### config.mk
export PLATFORM = sky130hd
export DESIGN_NAME = asram_ctrl
export DESIGN_NICKNAME = d
export VERILOG_FILES = /design/src/asram_pkg.sv /design/src/asram_ctrl.sv /design/src/asram_timer.sv
export SDC_FILE = /design/constraint.sdc
export NUM_CORES = 1
export LEC_CHECK = 0
export ABC_AREA = 1
export BUFFER_PORTS_ARGS = -buffer_cell sky130_fd_sc_hd__buf_2
export CAP_MARGIN = 0
export CORE_AREA = 3 3 146 148
export CTS_BUF_LIST = sky130_fd_sc_hd__clkbuf_16
export DETAILED_ROUTE_END_ITERATION = 8
export DIE_AREA = 0 0 149 151
export PLACE_DENSITY = 0.54
export SLEW_MARGIN = 40
export SYNTH_ARGS = -nofsm -noshare
export SYNTH_HDL_FRONTEND = slang
export SYNTH_HIERARCHICAL = 1
export SYNTH_SLANG_ARGS = --single-unit
### constraint.sdc
create_clock -name clk -period 2.51 [get_ports clk]
set_input_delay 0 -clock clk [delete_from_list [all_inputs] [get_ports clk]]
set_output_delay 0 -clock clk [all_outputs]
set_load 0.05 [all_outputs]
### src/asram_pkg.sv
package asram_pkg;
   // Memory organisation.
   localparam int ADDR_W = 18;
   localparam int DATA_W = 16;
   localparam int CLK_PERIOD_PS = 5000;
   // Pin timing figures in ns.
   localparam int READ_CYCLE_MIN_NS = 45;
   localparam int WRITE_CYCLE_MIN_NS = 45;
   localparam int WRITE_PULSE_MIN_NS = 35;
   localparam int SELECT_TO_END_NS = 35;
   localparam int ADDRESS_SETUP_END_NS = 35;
   localparam int WRITE_DATA_SETUP_NS = 25;
   localparam int ADDRESS_ACCESS_TIME_NS = 45;
   localparam int OE_ACCESS_NS = 22;
   localparam int RELEASE_MAX_NS = 18;
   localparam int RECOVERY_MIN_NS = 45;
   // Least and greatest times round up to whole cycles.
   localparam int READ_CYCLES = (READ_CYCLE_MIN_NS * 1000 + CLK_PERIOD_PS - 1) / CLK_PERIOD_PS;
   localparam int ACCESS_CYCLES = (ADDRESS_ACCESS_TIME_NS * 1000 + CLK_PERIOD_PS - 1) / CLK_PERIOD_PS;
   localparam int WRITE_PULSE_CYCLES = (WRITE_PULSE_MIN_NS * 1000 + CLK_PERIOD_PS - 1) / CLK_PERIOD_PS;
   localparam int WRITE_CYCLES = (WRITE_CYCLE_MIN_NS * 1000 + CLK_PERIOD_PS - 1) / CLK_PERIOD_PS;
   localparam int RELEASE_CYCLES = (RELEASE_MAX_NS * 1000 + CLK_PERIOD_PS - 1) / CLK_PERIOD_PS;
   localparam int RECOVERY_CYCLES = (RECOVERY_MIN_NS * 1000 + CLK_PERIOD_PS - 1) / CLK_PERIOD_PS;
   localparam int CNT_W = 8;
   localparam logic [7:0] STATE_RESET = 8'h00;
endpackage

### src/asram_ctrl.sv
`timescale 1ns/1ps
module asram_ctrl
   import asram_pkg::*;
(
   // Clock and reset.
   input wire logic clk,
   input wire logic rstn,
   // User request.
   input wire logic req_valid,
   output logic req_ready,
   input wire logic req_write,
   input wire logic [ADDR_W-1:0] req_addr,
   input wire logic [DATA_W-1:0] req_wdata,
   input wire logic [1:0] req_lanes,
   input wire logic retention_exit,
   // User answer.
   output logic rsp_valid,
   output logic [DATA_W-1:0] rsp_rdata,
   // Memory pins.
   output logic [ADDR_W-1:0] mem_addr,
   output logic mem_select1_n,
   output logic mem_select2,
   output logic mem_write_n,
   output logic mem_output_enable_n,
   output logic upper_lane_select_n,
   output logic lower_lane_select_n,
   input wire logic [DATA_W-1:0] mem_data_in,
   output logic [DATA_W-1:0] mem_data_out,
   output logic mem_data_oe_n
);
   typedef enum logic [7:0] {
      ST_IDLE = 8'h01,
      ST_READ = 8'h02,
      ST_RDONE = 8'h04,
      ST_WSET = 8'h08,
      ST_WPULSE = 8'h10,
      ST_WEND = 8'h20,
      ST_TURN = 8'h40,
      ST_RECOVER = 8'h80
   } asram_state_type;

   asram_state_type state_ff;
   logic [DATA_W-1:0] sync1_ff;
   logic [DATA_W-1:0] sync2_ff;
   logic [DATA_W-1:0] rdata_ff;
   logic [DATA_W-1:0] wdata_ff;
   logic [ADDR_W-1:0] addr_ff;
   logic [1:0] lanes_ff;
   logic rsp_ff;
   logic load;
   logic [CNT_W-1:0] count;
   logic done;

   function automatic logic [CNT_W-1:0] cyc(input int n);
      cyc = CNT_W'(n);
   endfunction

   asram_timer u_timer (
      .clk(clk),
      .rstn(rstn),
      .load(load),
      .count(count),
      .done(done)
   );

   assign req_ready = (state_ff == ST_IDLE);

   // Read data crosses from the pins through two stages.
   always_ff @(posedge clk or negedge rstn) begin
      if (!rstn) begin
         sync1_ff <= '0;
         sync2_ff <= '0;
      end else begin
         sync1_ff <= mem_data_in;
         sync2_ff <= sync1_ff;
      end
   end

   always_comb begin
      load = 1'b0;
      count = '0;
      case (state_ff)
         ST_IDLE: begin
            if (req_valid && req_ready) begin
               load = 1'b1;
               count = req_write ? cyc(WRITE_CYCLES - WRITE_PULSE_CYCLES) : cyc(READ_CYCLES + 1);
            end else if (retention_exit) begin
               load = 1'b1;
               count = cyc(RECOVERY_CYCLES);
            end
         end
         ST_RDONE: begin
            load = 1'b1;
            count = cyc(RELEASE_CYCLES);
         end
         ST_WSET: begin
            load = done;
            count = cyc(WRITE_PULSE_CYCLES);
         end
         ST_WEND: begin
            load = 1'b1;
            count = cyc(RELEASE_CYCLES);
         end
         default: begin
            load = 1'b0;
            count = '0;
         end
      endcase
   end

   always_ff @(posedge clk or negedge rstn) begin
      if (!rstn) begin
         state_ff <= ST_IDLE;
      end else begin
         case (state_ff)
            ST_IDLE: begin
               if (req_valid) begin
                  state_ff <= req_write ? ST_WSET : ST_READ;
               end else if (retention_exit) begin
                  state_ff <= ST_RECOVER;
               end
            end
            ST_READ: begin
               if (done) begin
                  state_ff <= ST_RDONE;
               end
            end
            ST_RDONE: state_ff <= ST_TURN;
            ST_WSET: begin
               if (done) begin
                  state_ff <= ST_WPULSE;
               end
            end
            ST_WPULSE: begin
               if (done) begin
                  state_ff <= ST_WEND;
               end
            end
            ST_WEND: state_ff <= ST_TURN;
            ST_TURN, ST_RECOVER: begin
               if (done) begin
                  state_ff <= ST_IDLE;
               end
            end
            default: state_ff <= ST_IDLE;
         endcase
      end
   end

   // Request capture; address and data stay fixed for the whole access.
   always_ff @(posedge clk or negedge rstn) begin
      if (!rstn) begin
         addr_ff <= '0;
         wdata_ff <= '0;
         lanes_ff <= 2'h0;
      end else if (req_valid && req_ready) begin
         addr_ff <= req_addr;
         wdata_ff <= req_wdata;
         lanes_ff <= req_lanes;
      end
   end

   always_ff @(posedge clk or negedge rstn) begin
      if (!rstn) begin
         rdata_ff <= '0;
         rsp_ff <= 1'b0;
      end else begin
         rsp_ff <= (state_ff == ST_RDONE);
         if (state_ff == ST_RDONE) begin
            rdata_ff <= sync2_ff & {{8{lanes_ff[1]}}, {8{lanes_ff[0]}}};
         end
      end
   end
   assign rsp_valid = rsp_ff;
   assign rsp_rdata = rdata_ff;

   // Pin drive. Selects fall on the same edge that puts the new address on mem_addr.
   always_ff @(posedge clk or negedge rstn) begin
      if (!rstn) begin
         mem_addr <= '0;
         mem_select1_n <= 1'b1;
         mem_select2 <= 1'b0;
         mem_write_n <= 1'b1;
         mem_output_enable_n <= 1'b1;
         upper_lane_select_n <= 1'b1;
         lower_lane_select_n <= 1'b1;
         mem_data_out <= '0;
         mem_data_oe_n <= 1'b1;
      end else begin
         mem_addr <= addr_ff;
         mem_select1_n <= !(state_ff inside {ST_READ, ST_RDONE, ST_WSET, ST_WPULSE});
         mem_select2 <= (state_ff inside {ST_READ, ST_RDONE, ST_WSET, ST_WPULSE});
         upper_lane_select_n <= !((state_ff inside {ST_READ, ST_RDONE, ST_WSET, ST_WPULSE}) && lanes_ff[1]);
         lower_lane_select_n <= !((state_ff inside {ST_READ, ST_RDONE, ST_WSET, ST_WPULSE}) && lanes_ff[0]);
         mem_output_enable_n <= !(state_ff inside {ST_READ, ST_RDONE});
         mem_write_n <= (state_ff != ST_WPULSE);
         mem_data_out <= wdata_ff;
         mem_data_oe_n <= !(state_ff inside {ST_WSET, ST_WPULSE, ST_WEND});
      end
   end
endmodule // asram_ctrl

### src/asram_timer.sv
`timescale 1ns/1ps
module asram_timer
   import asram_pkg::*;
(
   // Clock and reset.
   input wire logic clk,
   input wire logic rstn,
   // Control.
   input wire logic load,
   input wire logic [CNT_W-1:0] count,
   // Status.
   output logic done
);
   logic [CNT_W-1:0] cnt_ff;

   always_ff @(posedge clk or negedge rstn) begin
      if (!rstn) begin
         cnt_ff <= '0;
      end else if (load) begin
         cnt_ff <= count;
      end else if (cnt_ff != '0) begin
         cnt_ff <= cnt_ff - CNT_W'(1);
      end
   end

   // The caller derives load from done in one state, so done must not look at load.
   assign done = (cnt_ff == '0);
endmodule // asram_timer

# Yosys cells after proc, flatten, opt, wreduce, memory -nomap -nowiden
# Index checks and enable logic that the tools add are counted.
# word_totals
register_bits,142
wordCells,68
inputBits,57
# classes
n_eq_ne,14
add_sub_neg,1
bitwise,1
mux,17
reduce_logical,17
# ops
cell,n
8-bit two-way mux,8
8-bit one-hot mux with 6 select lines,1
8-bit one-hot mux with 3 select lines,1
16-bit bitwise AND,1
4-bit two-way mux,4
8-bit by 1-bit equality test with 1-bit output (second input constant),1
8-bit by 2-bit equality test with 1-bit output (second input constant),1
8-bit by 3-bit equality test with 1-bit output (second input constant),1
8-bit by 4-bit equality test with 1-bit output (second input constant),1
8-bit by 5-bit equality test with 1-bit output (second input constant),1
8-bit by 6-bit equality test with 1-bit output (second input constant),1
8-bit by 7-bit equality test with 1-bit output (second input constant),1
8-bit equality test (second input constant),1
8-bit logical NOT,1
2-bit inequality test (second input constant),4
8-bit by 5-bit inequality test with 1-bit output (second input constant),1
8-bit nonzero test,1
8-bit by 1-bit subtractor with 8-bit output (second input constant),1
1-bit logical NOT,5
5-bit AND reduction,1
2-bit nonzero test,2
4-bit nonzero test,1
2-bit OR reduction,2
1-bit logical AND,3
4 further kinds,5

# Longest topological paths before layout
# logic_depth
ltp_word,5
mapped_depth,12
mapped_depth_nobuf,11

# By module
# Netlist, hierarchy kept.
# modules_own_cells
module,cells_each,area_each_um2,seq_area_each_um2,n_inst
asram_ctrl,389,4494.3,3362.0,1
asram_timer,71,513.0,200.2,1

# Least setup slack after synthesis
# Ideal clock, no wire load.
# synth_timing
kind,register to register
startpoint,register u_timer.cnt_ff[0]
endpoint,register u_timer.cnt_ff[0]
stages_incl_launch_ff,11
path_buffers,1
period_less_slack_ns,1.777
slack_ns,0.733
arrival_time_ns,1.659
path_cell_list,dfrtp_1 inv_1 ha_1 nand2_2 nor2_4 nand3_1 o311ai_0 buf_2 o21ai_0 nand2_1 o21ai_2
# synth_between
elab_chain_cells,3
word_cells_on_any_way,7
# synth_rtl
element,line_no,text
from (decl),asram_timer.sv:14,logic [CNT_W-1:0] cnt_ff;
from (signal assigned),asram_timer.sv:20,cnt_ff <= count;
from (signal assigned),asram_timer.sv:22,cnt_ff <= cnt_ff - CNT_W'(1);
8-bit logical NOT (*),asram_timer.sv:27,assign done = (cnt_ff == '0);
named net done,asram_ctrl.sv:52,logic done;
1-bit one-hot mux with 3 select lines (*),asram_ctrl.sv:82,case (state_ff)
named net load,asram_ctrl.sv:50,logic load;
8-bit two-way mux or 2-bit nonzero test (tied branches),-,
# The timed path passes the listed nets; every way through them passes the cells marked *. The select of a mux whose other input is x is not followed.
# A chain may end at the register's enable or synchronous reset.

# Final worst setup path
# Same ends and word-level chain as after synthesis.

==> flow_summary.json <==
{
  "outcome": "finished, final reports clean",
  "worstSetupPathType": "reg2reg",
  "reg2reg_slack_ps": 610,
  "grt_start_max_net_pins": 84,
  "busiest_layer": "met2",
  "timing.hold.ws_ps": 64.4,
  "die_y_um": 151,
  "cpPeakStageDelay_ps": 370,
  "sw_frac_of_total": 0.418,
  "met1_usage": 0.140,
  "num-nets-final": 702,
  "drive_above_1_share": 0.279,
  "startpoint": "u_timer/cnt_ff[0]",
  "seqCellArea_sq_um": 3560,
  "portBuffers": 115,
  "crit_arrival_ps": 2210,
  "maxCapViolations": 0,
  "cp_max_fo": 9,
  "cts_htree_levels": 4,
  "relSlewSlack": 0.593,
  "finalHoldViolCount": 0,
  "r2r_cells": 10,
  "clkLatencyLatePin_ps": 420,
  "clock_sinks": 142,
  "wirelength_mm": 11.9,
  "rr_endpoint": "u_timer/cnt_ff[0]",
  "routedWlPerCell_um": 12.8,
  "syn_area_per_cell_sq_um": 10.9,
  "p_leak_nw": 3.57,
  "powerDensity_nw_per_um2": 1310,
  "yosysUniqueCellTypes": 30,
  "path_clk_slew_ps": 60,
  "power_frac_comb": 0.369,
  "post_cts_buffers": 0,
  "cts_tree": "done",
  "grt_usage": 0.112,
  "ys_warn_count": 6,
  "netlist_area_sq_um": 5010,
  "grt_use_met2": 0.173,
  "antenna_found_initial": 0,
  "hpwl_mm": 7.70,
  "grt_use_met3": 0.0404,
  "finalSetupViolations": 0,
  "power_w": 0.00919,
  "row_count": 52,
  "fillCellCount": 2060,
  "clockBufferDepth": 2,
  "worst_pin_slew_ps": 605,
  "crit_required_ps": 2810,
  "ys_seq_area_frac": 0.711,
  "clock_power_share": 0.260,
  "fin_setup_tns_ps": 0,
  "intPower_w": 0.00535,
  "startpoint_type": "flip-flop",
  "hold_class": "in2async",
  "grt_pass1_wl_mm": 19.3,
  "core_area_sq_um": 20200,
  "crit_chain": "inv_1 -> ha_1 -> nand2_2 -> nor2_4 -> nand3_1 -> o311ai_1 -> buf_4 -> o21ai_0 -> nand2_1 -> o21ai_2",
  "antenna_left": 0,
  "p_sw_w": 0.00384,
  "vias": 3693,
  "final_cell_area_sq_um": 7040,
  "ios": 116,
  "start_util": 0.248,
  "skew_ps": 7.10,
  "postPlaceCellArea_sq_um": 5920,
  "drt_first_pass_iters": 4,
  "seqPwrFrac": 0.371,
  "drc": 0,
  "synth_cells": 460,
  "setup_ws_ps": 605,
  "finalMaxSlewViolations": 0,
  "peakVddDrop_uv": 533,
  "synth-seq-cells": 142,
  "gp_congestion": 0.769,
  "via_per_inst": 3.99,
  "die-area_sq_um": 22500,
  "cp-end-kind": "flip-flop",
  "diodes": 0,
  "gr-total-overflow": 0,
  "place_ws_ps": 593,
  "root_buffer": "clkbuf_16",
  "fmax_ghz": 0.525,
  "layout_min_cycle_time_ps": 1900,
  "rsz0062_at_grt": "false",
  "grt_pass1_vias": 3720,
  "multi_input_area_sq_um": 1280,
  "critPathSlowestCell": "dfrtp_1",
  "fin_crit_sh": 0.759,
  "fp.dieW_um": 149,
  "drt_iter0_drc": 162,
  "cts_buffers": 17,
  "syn2layout_area_growth_pct": 40.5,
  "r2r-start": "u_timer/cnt_ff[0]"
}
==> stage by stage <==
stage,utilization,instances
after global routing,0.349,926
after global placement,0.294,839
final,0.349,926
after detailed placement,0.294,839
after CTS,0.349,926
after floorplan,-,463
==> cells in the final DEF (no fill, tap or decap), types with 5 or more instances in the layout <==
| cell type | netlist | final |
|---|---|---|
| dlygate4sd3_1 | 0 | 56 |
| o21ai_0 | 6 | 6 |
| inv_1 | 19 | 21 |
| clkinv_2 | 0 | 5 |
| nand2_2 | 6 | 6 |
| nor2_1 | 19 | 19 |
| nand3_1 | 47 | 47 |
| buf_2 | 11 | 114 |
| dfstp_2 | 7 | 7 |
| nor2_2 | 7 | 7 |
| o21ai_1 | 16 | 16 |
| buf_4 | 0 | 8 |
| dfrtp_1 | 135 | 135 |
| nand2_1 | 159 | 159 |
| clkbuf_16 | 0 | 17 |
==> power by group through the flow <==
| stage | Clock [W] | Sequential (W) | Combinational, W |
|---|---|---|---|
| floorplan | 0 | 0.00450 | 0.00142 |
| global placement | 0 | 0.00344 | 0.00335 |
| detailed placement | 0 | 0.00345 | 0.00337 |
| CTS | 0.00246 | 0.00342 | 0.00344 |
| global route | 0.00258 | 0.00350 | 0.00370 |
| finish | 0.00239 | 0.00341 | 0.00339 |
==> kinds of logic after synthesis <==
logic type	Yosys count	share of synthesized area
and+or+nand+nor	247	0.215
DFF	142	0.711
buffers and inverters	39	0.0350
AOI/OAI and AO/OA	28	0.0315
xor gates and xnor gates	2	0.00350
adders and majority gates	1	0.00250
other	1	0.000749
==> Yosys cell counts, drive strengths merged <==
cell / number / area, sq um
nand2: 167 / 657
dfrtp: 135 / 3380
nand3: 48 / 245
nor2: 28 / 146
o21ai: 25 / 136
inv: 21 / 78.8
buf: 16 / 88.8
dfstp: 7 / 184
nand4: 3 / 25.0
clkbuf: 2 / 7.51
a21boi: 1 / 7.51
a21oi: 1 / 5.00
conb: 1 / 3.75
ha: 1 / 12.5
nor3: 1 / 5.00
o311ai: 1 / 8.76
xnor2: 1 / 8.76
xor2: 1 / 8.76
==> final cells by class <==
| class | count | area share |
|---|---|---|
| Sequential cell | 142 | 0.506 |
| Multi-Input combinational cell | 282 | 0.182 |
| Timing Repair Buffer | 180 | 0.174 |
| Clock buffer | 17 | 0.0605 |
| Tap cell | 270 | 0.0480 |
| Clock inverter | 14 | 0.0183 |
| Inverter | 21 | 0.0112 |
==> state kept, by name, summed over array words and instances (netlist names), 2 cells and up <==
| signal | flops |
|---|---|
| mem_addr | 18 |
| wdata_ff | 16 |
| mem_data_out | 16 |
| lanes_ff | 2 |
| rsp_rdata | 16 |
| state_ff | 8 |
| sync1_ff | 16 |
| u_timer/cnt_ff | 8 |
| addr_ff | 18 |
| sync2_ff | 16 |
==> critical path: cells and delay by family (launching register included) <==
family                     cells  cell delay, ps
and+or+nand+nor                4             490
adders and majority gates      1             270
AOI/OAI and AO/OA              3             300
buffers and inverters          2             360
DFF                            1             370
==> what timing repair did <==
action	CTS	global route
endpoints found under the hold margin	174	0
endpoints found under the setup margin	0	0
resized for setup	0	0
hold buffers	56	0
==> layer usage <==
| metal | up-vias | wire length [um] |
|---|---|---|
| met5 | - | 0 |
| met1 | 1781 | 5410 |
| met4 | 0 | 198 |
| met2 | 80 | 5630 |
| met3 | 15 | 619 |
| li1 | 1817 | - |
==> worst max path at each step <==
stage                   endpoint  slack [ps]  cells after the start
2_1_floorplan  u_timer/cnt_ff[0]         730                     10
3_3_place_gp   u_timer/cnt_ff[0]         620                     10
3_5_place_dp   u_timer/cnt_ff[0]         590                     10
4_1_cts        u_timer/cnt_ff[0]         590                     10
5_1_grt        u_timer/cnt_ff[1]         390                     11
6_report       u_timer/cnt_ff[0]         610                     10
(Power assumes the default switching activity.)
